### src/mxb_params.svh
// Timing counts and bus width for the muxed external bus
`ifndef MXB_PARAMS_SVH
`define MXB_PARAMS_SVH
`define MXB_BUS_W 16
// Oscillator period in ns, and one oscillator period in clk_sys cycles
`define MXB_TOSC_NS 20
`define MXB_CLK_NS 20
`define MXB_TOSC_CYC ((`MXB_TOSC_NS + `MXB_CLK_NS - 1) / `MXB_CLK_NS)
// State time is three oscillator periods
`define MXB_STATE_TOSC 3
// Phase lengths in oscillator periods
`define MXB_ALE_TOSC 1
`define MXB_ADDR_HOLD_TOSC 1
`define MXB_RD_TOSC 1
`define MXB_RD_REC_TOSC 1
`define MXB_WR_TOSC 2
`define MXB_WR_REC_TOSC 2
`define MXB_CNT_W 4
`endif

### src/mxb_pkg.sv
// Types for the muxed external bus
package mxb_pkg;
  typedef enum logic [7:0] {
    MXB_IDLE = 8'h01,
    MXB_ALE = 8'h02,
    MXB_HOLD = 8'h04,
    MXB_RD = 8'h08,
    MXB_RREC = 8'h10,
    MXB_WR = 8'h20,
    MXB_WREC = 8'h40
  } mxb_state_t;
endpackage

### src/mxb_sync.sv
// Two-flop synchroniser for the ready pin
`timescale 1ns/10ps
module mxb_sync
(
  input wire logic clk_sys,
  input wire logic rst_b,
  input wire logic d,
  output logic q
);
  logic meta_ff;
  logic q_ff;
  always_ff @(posedge clk_sys or negedge rst_b)
  begin
    if (!rst_b)
    begin
      meta_ff <= 1'b0;
      q_ff <= 1'b0;
    end
    else
    begin
      meta_ff <= d;
      q_ff <= meta_ff;
    end
  end
  assign q = q_ff;
endmodule // mxb_sync

### src/mxb_clkgen.sv
// State clock generator: period three Tosc, high for one
`timescale 1ns/10ps
`include "mxb_params.svh"
module mxb_clkgen
(
  input wire logic clk_sys,
  input wire logic rst_b,
  output logic state_clock_out,
  output logic tosc_tick
);
  logic [`MXB_CNT_W-1:0] div_ff;
  logic [1:0] ph_ff;
  logic clk_ff;
  always_ff @(posedge clk_sys or negedge rst_b)
  begin
    if (!rst_b)
      div_ff <= 4'h0;
    else if (div_ff == 4'(`MXB_TOSC_CYC - 1))
      div_ff <= 4'h0;
    else
      div_ff <= div_ff + 4'h1;
  end
  assign tosc_tick = (div_ff == 4'(`MXB_TOSC_CYC - 1));
  always_ff @(posedge clk_sys or negedge rst_b)
  begin
    if (!rst_b)
      ph_ff <= 2'h0;
    else if (tosc_tick)
      ph_ff <= (ph_ff == 2'(`MXB_STATE_TOSC - 1)) ? 2'h0 : ph_ff + 2'h1;
  end
  always_ff @(posedge clk_sys or negedge rst_b)
  begin
    if (!rst_b)
      clk_ff <= 1'b0;
    else if (tosc_tick)
      clk_ff <= (ph_ff == 2'(`MXB_STATE_TOSC - 1));
  end
  assign state_clock_out = clk_ff;
endmodule // mxb_clkgen

### src/mxb_bus.sv
// Muxed 16-bit address/data external bus master
`timescale 1ns/10ps
`include "mxb_params.svh"
// How it works
// - Address and data share one latched bus
// - Fetch indicator high for instruction fetches
// - Byte lanes chosen by address bit zero and high enable
// - Reads drive enables, unused byte dropped
// - Ready low stretches cycle with waits
// - State clock three Tosc, high one
// - Strobe one Tosc, address held around
// - Strobes start one Tosc after latch
// - Read one Tosc, then latch after one
// - Write two Tosc, data held, recovery two
module mxb_bus
  import mxb_pkg::*;
(
  input wire logic clk_sys,
  input wire logic rst_b,
  input wire logic req_valid,
  input wire logic req_write,
  input wire logic req_fetch,
  input wire logic [15:0] req_addr,
  input wire logic [1:0] req_bytes,
  input wire logic [15:0] req_wdata,
  output logic req_ready,
  output logic rsp_valid,
  output logic [15:0] rsp_rdata,
  input wire logic [15:0] ad_in,
  output logic [15:0] ad_out,
  output logic ad_oe,
  output logic addr_latch_strobe,
  output logic read_strobe_n,
  output logic write_strobe_n,
  output logic fetch_indicator,
  output logic high_byte_enable_n,
  input wire logic ready_in,
  output logic state_clock_out
);
  // ------------------------------------------------------------
  // Clocking and pin synchronisation
  // ------------------------------------------------------------
  logic tosc_tick;
  logic ready_sync;
  logic sclk;
  mxb_clkgen u_clkgen
  (
    .clk_sys(clk_sys),
    .rst_b(rst_b),
    .state_clock_out(sclk),
    .tosc_tick(tosc_tick)
  );
  mxb_sync u_sync
  (
    .clk_sys(clk_sys),
    .rst_b(rst_b),
    .d(ready_in),
    .q(ready_sync)
  );
  // ------------------------------------------------------------
  // Cycle sequencer
  // ------------------------------------------------------------
  mxb_state_t state_ff;
  mxb_state_t nxt_state;
  logic [15:0] addr_ff;
  logic [15:0] wdata_ff;
  logic write_ff;
  logic [1:0] bytes_ff;
  logic [15:0] ad_out_ff;
  logic ad_oe_ff;
  logic ale_ff;
  logic rd_n_ff;
  logic wr_n_ff;
  logic fetch_ind_ff;
  logic bhe_n_ff;
  logic req_ready_ff;
  logic rsp_valid_ff;
  logic [15:0] rdata_ff;
  logic sclk_ff;
  logic take;

  // Lane select: bit 0 high means upper byte only
  function automatic logic [15:0] mxb_lane_addr
  (
    input logic [15:0] a,
    input logic [1:0] b
  );
    mxb_lane_addr = (b == 2'h2) ? {a[15:1], 1'b1} : {a[15:1], 1'b0};
  endfunction

  function automatic logic mxb_bhe_n
  (
    input logic [1:0] b
  );
    mxb_bhe_n = ~b[1];
  endfunction

  assign take = tosc_tick && (state_ff == MXB_IDLE) && req_valid;

  // Every phase lasts whole Tosc; write and its recovery last two
  logic [1:0] ph_cnt_ff;
  logic ph_last;
  always_comb
  begin
    ph_last = 1'b1;
    case (state_ff)
      MXB_WR: ph_last = (ph_cnt_ff == 2'(`MXB_WR_TOSC - 1));
      MXB_WREC: ph_last = (ph_cnt_ff == 2'(`MXB_WR_REC_TOSC - 1));
      default: ph_last = 1'b1;
    endcase
  end

  always_comb
  begin
    nxt_state = state_ff;
    case (state_ff)
      MXB_IDLE:
      begin
        if (req_valid)
          nxt_state = MXB_ALE;
      end
      MXB_ALE: nxt_state = MXB_HOLD;
      MXB_HOLD: nxt_state = write_ff ? MXB_WR : MXB_RD;
      MXB_RD:
      begin
        if (ready_sync)
          nxt_state = MXB_RREC;
      end
      MXB_RREC: nxt_state = MXB_IDLE;
      MXB_WR:
      begin
        if (ph_last && ready_sync)
          nxt_state = MXB_WREC;
      end
      MXB_WREC:
      begin
        if (ph_last)
          nxt_state = MXB_IDLE;
      end
      default: nxt_state = MXB_IDLE;
    endcase
  end

  always_ff @(posedge clk_sys or negedge rst_b)
  begin
    if (!rst_b)
      state_ff <= MXB_IDLE;
    else if (tosc_tick)
      state_ff <= nxt_state;
  end

  always_ff @(posedge clk_sys or negedge rst_b)
  begin
    if (!rst_b)
      ph_cnt_ff <= 2'h0;
    else if (tosc_tick)
    begin
      if (nxt_state != state_ff)
        ph_cnt_ff <= 2'h0;
      else if (!ph_last)
        ph_cnt_ff <= ph_cnt_ff + 2'h1;
    end
  end

  // ------------------------------------------------------------
  // Request capture
  // ------------------------------------------------------------
  always_ff @(posedge clk_sys or negedge rst_b)
  begin
    if (!rst_b)
    begin
      addr_ff <= 16'h0000;
      wdata_ff <= 16'h0000;
      write_ff <= 1'b0;
      bytes_ff <= 2'h3;
    end
    else if (take)
    begin
      addr_ff <= mxb_lane_addr(req_addr, req_bytes);
      wdata_ff <= req_wdata;
      write_ff <= req_write;
      bytes_ff <= (req_bytes == 2'h0) ? 2'h3 : req_bytes;
    end
  end

  always_ff @(posedge clk_sys or negedge rst_b)
  begin
    if (!rst_b)
      req_ready_ff <= 1'b0;
    else
      req_ready_ff <= take;
  end

  // ------------------------------------------------------------
  // Pin drivers
  // ------------------------------------------------------------
  // Address driven one Tosc before and after the latch strobe falls
  always_ff @(posedge clk_sys or negedge rst_b)
  begin
    if (!rst_b)
    begin
      ad_out_ff <= 16'h0000;
      ad_oe_ff <= 1'b0;
    end
    else if (tosc_tick)
    begin
      case (nxt_state)
        MXB_ALE, MXB_HOLD:
        begin
          ad_out_ff <= mxb_lane_addr(
            (state_ff == MXB_IDLE) ? req_addr : addr_ff,
            (state_ff == MXB_IDLE) ? req_bytes : bytes_ff);
          ad_oe_ff <= 1'b1;
        end
        MXB_WR, MXB_WREC:
        begin
          // Data held through recovery covers the post-rise hold
          ad_out_ff <= wdata_ff;
          ad_oe_ff <= 1'b1;
        end
        default:
        begin
          // Bus released so memory may answer a read
          ad_out_ff <= 16'h0000;
          ad_oe_ff <= 1'b0;
        end
      endcase
    end
  end

  always_ff @(posedge clk_sys or negedge rst_b)
  begin
    if (!rst_b)
    begin
      ale_ff <= 1'b0;
      rd_n_ff <= 1'b1;
      wr_n_ff <= 1'b1;
      fetch_ind_ff <= 1'b0;
      bhe_n_ff <= 1'b1;
    end
    else if (tosc_tick)
    begin
      ale_ff <= (nxt_state == MXB_ALE);
      rd_n_ff <= ~(nxt_state == MXB_RD);
      wr_n_ff <= ~(nxt_state == MXB_WR);
      if (nxt_state == MXB_ALE)
      begin
        fetch_ind_ff <= req_fetch & ~req_write;
        // Enables driven on reads too; unused byte dropped later
        bhe_n_ff <= mxb_bhe_n((req_bytes == 2'h0) ? 2'h3 : req_bytes);
      end
    end
  end

  // ------------------------------------------------------------
  // Read data return
  // ------------------------------------------------------------
  always_ff @(posedge clk_sys or negedge rst_b)
  begin
    if (!rst_b)
    begin
      rsp_valid_ff <= 1'b0;
      rdata_ff <= 16'h0000;
    end
    else
    begin
      rsp_valid_ff <= tosc_tick && (state_ff == MXB_RD) && ready_sync;
      if (tosc_tick && (state_ff == MXB_RD) && ready_sync)
      begin
        // Upper-only read returns high byte in low lane
        if (bytes_ff == 2'h2)
          rdata_ff <= {8'h00, ad_in[15:8]};
        else if (bytes_ff == 2'h1)
          rdata_ff <= {8'h00, ad_in[7:0]};
        else
          rdata_ff <= ad_in;
      end
    end
  end

  always_ff @(posedge clk_sys or negedge rst_b)
  begin
    if (!rst_b)
      sclk_ff <= 1'b0;
    else
      sclk_ff <= sclk;
  end

  assign req_ready = req_ready_ff;
  assign rsp_valid = rsp_valid_ff;
  assign rsp_rdata = rdata_ff;
  assign ad_out = ad_out_ff;
  assign ad_oe = ad_oe_ff;
  assign addr_latch_strobe = ale_ff;
  assign read_strobe_n = rd_n_ff;
  assign write_strobe_n = wr_n_ff;
  assign fetch_indicator = fetch_ind_ff;
  assign high_byte_enable_n = bhe_n_ff;
  assign state_clock_out = sclk_ff;
endmodule // mxb_bus

### config.mk
export PLATFORM = sky130hd
export DESIGN_NAME = mxb_bus
export DESIGN_NICKNAME = d
export VERILOG_FILES = /design/src/mxb_pkg.sv /design/src/mxb_sync.sv /design/src/mxb_clkgen.sv /design/src/mxb_bus.sv
export VERILOG_INCLUDE_DIRS = /design/src
export SDC_FILE = /design/constraint.sdc
export NUM_CORES = 1
export LEC_CHECK = 0
export BUFFER_PORTS_ARGS = -buffer_cell sky130_fd_sc_hd__buf_2
export CELL_PAD_IN_SITES_DETAIL_PLACEMENT = 0
export CELL_PAD_IN_SITES_GLOBAL_PLACEMENT = 1
export CORE_MARGIN = 3
export CORE_UTILIZATION = 41
export DETAILED_ROUTE_END_ITERATION = 16
export PLACE_DENSITY_LB_ADDON = 0.15
export SLEW_MARGIN = 10
export SYNTH_ARGS = -nofsm -noshare
export SYNTH_HDL_FRONTEND = slang
export SYNTH_SLANG_ARGS = --single-unit
### constraint.sdc
create_clock -name clk_sys -period 2.6 [get_ports clk_sys]
set_clock_uncertainty 0.05 [all_clocks]
set_input_delay 0.13 -clock clk_sys [delete_from_list [all_inputs] [get_ports clk_sys]]
set_output_delay 0.13 -clock clk_sys [all_outputs]
set_load 0.1 [all_outputs]
==> Word level (Yosys, flattened, before mapping) <==
Cells that the tools add are included.
{ "totals": {"wordCells": 82, "input_bits": 56, "regBits": 95} }
{ "op_classes": {"muxes": 20, "reduce_logical": 13, "eq_ne": 19, "bitwise": 5, "n_addsub": 3} }
{ "op_table": {"columns": ["operator", "count"], "rows": [
  ["$mux 16", 3],
  ["$pmux 8 s6", 1],
  ["$mux 8", 4],
  ["$pmux 16 s2", 1],
  ["$eq 8x2->1 const B", 2],
  ["$eq 8x3->1 const B", 2],
  ["$eq 8x4->1 const B", 2],
  ["$eq 8x6->1 const B", 2],
  ["$eq 8x7->1 const B", 2],
  ["$mux 2", 5],
  ["$eq 2x2->1 const B", 4],
  ["$eq 8x1->1 const B", 1],
  ["$ne 8x8->1", 1],
  ["$mux 6", 1],
  ["$reduce_or 2->1", 3],
  ["$logic_and 1x1->1", 5],
  ["$add 2x1->2 const B", 2],
  ["$add 4x1->4 const B", 1],
  ["$eq 2x1->1 const B", 2],
  ["$logic_not 4->1", 1],
  ["$mux 1", 4],
  ["$mux 4", 1],
  ["$not 1->1", 4],
  ["$reduce_and 2->1", 2],
  ["4 further kinds", 4]
]} }

==> Depth between registers and ports, before layout <==
{ "depth": {"ltp_word": 9, "depth_mapped": 9} }

==> Modules after synthesis <==
A second synthesis with hierarchy kept.
{ "hier_totals": {"cells_unflattened": 440, "hier_area_um2": 4408.0} }
{ "modules_own_cells": {"columns": ["module", "seq_area_each_um2", "instances", "cells_per_inst", "area_per_inst_um2"], "rows": [
  ["mxb_bus", 2134.5, 1, 413, 4038.9],
  ["mxb_clkgen", 175.2, 1, 25, 319.1],
  ["mxb_sync", 50.0, 1, 2, 50.0]
]} }

==> Least setup slack after synthesis <==
Ideal clock, no wire load.
{ "synth_timing": {"path_kind": "reg-to-reg", "start": "register u_clkgen.div_ff[0]", "end": "register addr_ff[10]", "period_less_slack_ps": 1999, "path_stages_with_launch": 10, "path_slack_ps": 601, "arrival_time_ps": 1833, "required_time_ps": 2433, "path_buffers": 2, "path_cell_list": "dfrtp_1 -> inv_1 -> ha_1 -> nor3b_1 -> nand2_1 -> or2_1 -> clkbuf_1 -> buf_2 -> nand2_1 -> nand2_1"} }
{ "synth_between": {"elab_chain_cells": 3} }
{ "synth_rtl": {"columns": ["element", "line_no", "text"], "rows": [
  ["start: declaration", "mxb_clkgen.sv:11", "logic [`MXB_CNT_W-1:0] div_ff;"],
  ["start signal: assignment", "mxb_clkgen.sv:21", "div_ff <= div_ff + 4'h1;"],
  ["$logic_not 4->1", "mxb_clkgen.sv:23", "assign tosc_tick = (div_ff == 4'(`MXB_TOSC_CYC - 1));"],
  ["$logic_and 1x1->1 (2 in a row)", "mxb_bus.sv:98", "assign take = tosc_tick && (state_ff == MXB_IDLE) && req_valid;"],
  ["end signal: assignment", "mxb_bus.sv:179", "addr_ff <= mxb_lane_addr(req_addr, req_bytes);"],
  ["end: declaration", "mxb_bus.sv:65", "logic [15:0] addr_ff;"]
]} }
No other way between the ends.
A chain may end at the register's enable or synchronous reset.

==> Worst setup path after layout <==
{ "layout_timing": {"start": "register u_clkgen.div_ff[0]", "end": "register ad_oe_ff, in the netlist ad_oe"} }
{ "layout_between": {"elab_chain_cells": 1} }
{ "layout_rtl": {"columns": ["element", "line_no", "text"], "rows": [
  ["$logic_not 4->1", "mxb_clkgen.sv:23", null],
  ["end signal: assignment", "mxb_bus.sv:203", "ad_oe_ff <= 1'b0;"],
  ["end signal: assignment", "mxb_bus.sv:213", "ad_oe_ff <= 1'b1;"],
  ["end signal: assignment", "mxb_bus.sv:219", "ad_oe_ff <= 1'b1;"],
  ["end: declaration", "mxb_bus.sv:70", "logic ad_oe_ff;"]
]} }
No other way between the ends.

==> metrics.csv <==
stage;metric;value;unit
run_status;status;finished, final reports clean;
setup_path;Critical Path Stages;6;
sta;Tcrit/Tclk final;83.40;%
finish;most common cell after layout, fill and taps aside;nand2_1;
global_routing;number of global-route vias before repair;3724;
synth;xor/xnor share of the synthesized area;0.8118;%
cts;Post-CTS Setup Inserts;0;
route;met3 WL;461;um
floorplan;Starting Density;43.16;%
synth;syn_area_per_cell;9.568;um^2
worst_hold_path;Worst Hold Class;input port to register;
placed_design;PortBufs;95;
route;DR WL/cell;14.12;um
setup_path;Max stage delay on crit path;0.46;ns
route;Via density;4.934;
cts;post-CTS sizing;0;
setup_path;WP buf/inv;2;
setup_path;Arrival @ worst endpoint;2.38;ns
route;wl on met1;4.726;mm
synth;Post-Synth Simple-Gate Area;22.12;%
synth;Yosys top cell area share;51.03;%
cts;Hold Buf Count CTS;53;
setup_path;CP delay by family, top;compound AO/OA/AOI/OAI gates;
sta;Worst-Margin Slew;0.7574;ns
finish;ANT cells;0;
sta;unrepaired setup endpoints after global routing;no;
sta;Slew Viols, Final;0;
synth;Synth Area in Compound Gates;11.86;%
global_routing;first-pass GRT wire length;17.90;mm
route;via count;3661;
setup_path;type of origin of the critical path;register;
global_routing;total congestion overflow;0;
setup_path;Worst Setup EP;ad_oe;
synth;post-synthesis mux area share;6.002;%
setup_path;CP endpoint kind;register;
finish;most frequent cells in the layout;nand2_1, buf_2, dfrtp_1;
synth;distinct cell type count after synthesis;50;
sta;fin crit period;2.168;ns
cts;CTS Buf Count;9;
synth;Seq cells post-synth;94;
floorplan;core area;0.01000;mm^2
setup_path;Cell Chain, Critical Path;inv_1 -> ha_1 -> nor3b_2 -> buf_4 -> o221ai_4 -> o32a_2;
setup_path;r2r startpoint;u_clkgen.div_ff[0];
synth;Syn Nets;510;
global_routing;total track usage;19.15;%
synth;Synth Area in Adders;0.8698;%
setup_path;Worst Path Max Fanout;19;
synth;Cells after Synth;451;
route;met2 routed WL;5.172;mm
placed_design;dpl hpwl;7.028;mm
placed_design;gp weighted congestion;0.8395;
synth;Yosys warnings;0;
route;Routed Antenna Nets;0;
pwr;worst vdd ir;0.0007383;V
sta;Rel. slew slack;49.14;%
placed_design;Placement Setup Slack;0.4197;ns
finish;footprint of the multi-input gates;0.001808;mm^2
pwr;Lkg Pwr;2.868;nW
route;residual DRC count;0;
setup_path;reg2reg path depth;6;
run;Max Cap Viol;0;
global_routing;initial antenna violation count;0;
floorplan;Core Rows;36;
sta;final setup margin;0.4317;ns
cts;clock slew at reported path FFs;0.09;ns
cts;Clock Path Buffers;2;
cts;root buf cell;clkbuf_8;
floorplan;Chip Height;108.6;um
synth;register area share after synthesis;54.68;%
route;TritonRoute pass-1 iters;4;
setup_path;Slowest-stage cell, CP;o32a_2;
cts;H-tree levels;3;
finish;FF/Latch Area;0.002360;mm^2
setup_path;Worst Setup SP;u_clkgen.div_ff[0];
floorplan;Die ar.;0.01179;mm^2
synth;Synth Flop Type;dfrtp_1;
synth;EDFF count, synth;0;
sta;Final Hold Fails;0;
sta;hold_ws;0.07688;ns
finish;area delta synth->final;31.86;%
cts;CTS tree;built;
sta;Setup Total Neg Slack;0;ns
finish;layout cells sized above 1;26.60;%
route;uppermost layer routed;met4;
cts;Clk Latency, worst-skew pair;0.37;ns
route;drt initial violations;167;
finish;# fillers;932;
synth;Netlist Area Pre-Place;0.004315;mm^2
finish;Net count, final;663;
floorplan;die width;108.6;um
sta;fmax;461.2;MHz
pwr;PD cells;1194;mW/mm^2
setup_path;R2R setup slack;0.43;ns
synth;post-synth top area cell;dfrtp_1;
setup_path;worst path required time;2.81;ns
synth;ys async rst share;100.0;%
setup_path;crit path kind;register to register;
synth;Synth area leaders;dfrtp_1, nand2_1, dfstp_2, o22ai_1, nor2_1;
finish;post-layout util;56.91;%
global_routing;largest net degree at the start of global routing;51;
route;DRT Wirelength;10.48;mm
setup_path;FF-to-FF End;ad_oe;
cts;clk sinks;94;
floorplan;I/O Pins;97;
sta;Final setup violation count;0;
synth;largest family of logic cells by synthesized area;simple AND/OR/NAND/NOR gates;
flip-flops by register name, summed over array words and instances (netlist names), 2 cells and up:
name,flops
ad_out,16
rsp_rdata,16
wdata_ff,16
addr_ff,15
state_ff,8
u_clkgen.div_ff,4
bytes_ff,2
ph_cnt_ff,2
u_clkgen.ph_ff,2
power breakdown:
| part | leakage (nW) | switching, W | internal (W) | total [W] |
|---|---|---|---|---|
| Combinational | 1.63 | 0.00266 | 0.000900 | 0.00356 |
| Clock | 0.0899 | 0.000523 | 0.000447 | 0.000970 |
| Sequential | 1.15 | 0.000284 | 0.00198 | 0.00226 |
| Total | 2.87 | 0.00347 | 0.00333 | 0.00680 |
through the flow:
stage                     total power (W)  instance area (um^2)  cells
after floorplan                  0.005079                  4315    451
final                            0.006797                  5690    742
after CTS                        0.006887                  5690    742
after detailed placement         0.005842                  4970    673
after global placement           0.005780                  4970    673
after global routing             0.007239                  5690    742
how the worst min path moves through the flow:
| stage | from | end | cells after the start |
|---|---|---|---|
| 2_1_floorplan | rst_b | ad_oe | 0 |
| 3_3_place_gp | rst_b | ph_cnt_ff[1] | 1 |
| 3_5_place_dp | rst_b | ph_cnt_ff[1] | 1 |
| 4_1_cts | req_valid | req_ready | 3 |
| 5_1_grt | req_valid | req_ready | 3 |
| 6_report | req_valid | req_ready | 3 |
tightest hold or removal path, delay by kind of cell:
kind	cells	cell delay, ns
simple gates	2	0.21
buf+inv	1	0.12
synthesized netlist by cell type (3+ instances only):
cell type and number:
o21ai_1 5, nor3b_1 4, dfstp_2 6, nor2_1 28, inv_1 6, nand3_1 5, mux2_1 6, nor3_1 3
o21ai_0 14, a21oi_2 8, dfrtp_1 88, a21oi_1 12, o22ai_1 18, xnor2_1 4, mux2_2 9, nand2_1 159
a31oi_1 3, clkbuf_1 7, nand3b_1 3, mux2i_1 9, buf_2 11, nor2b_1 5, a41oi_1 3, ha_1 3
cell families after synthesis:
logic type      Yosys count
simple gates            222
xor+xnor                  4
fa+ha+maj                 3
compound gates           74
mux                      24
flops                    94
buf+inv                  30
layout make-up:
class / instances / area share [%]
flip-flops and latches: 94 / 41.47
multi-input cells: 327 / 31.77
repair buffers: 166 / 20.10
well taps: 133 / 2.924
clock buffers: 11 / 2.309
clock inverters: 5 / 1.033
inverters: 6 / 0.3958
routing by layer:
metal | up-vias | track usage (%)
li1 | 1806 | -
met1 | 1779 | 24.43
met2 | 67 | 32.35
met3 | 9 | 5.254
met4 | 0 | 4.689
met5 | - | 0
Power figures use the tool's default switching activity.
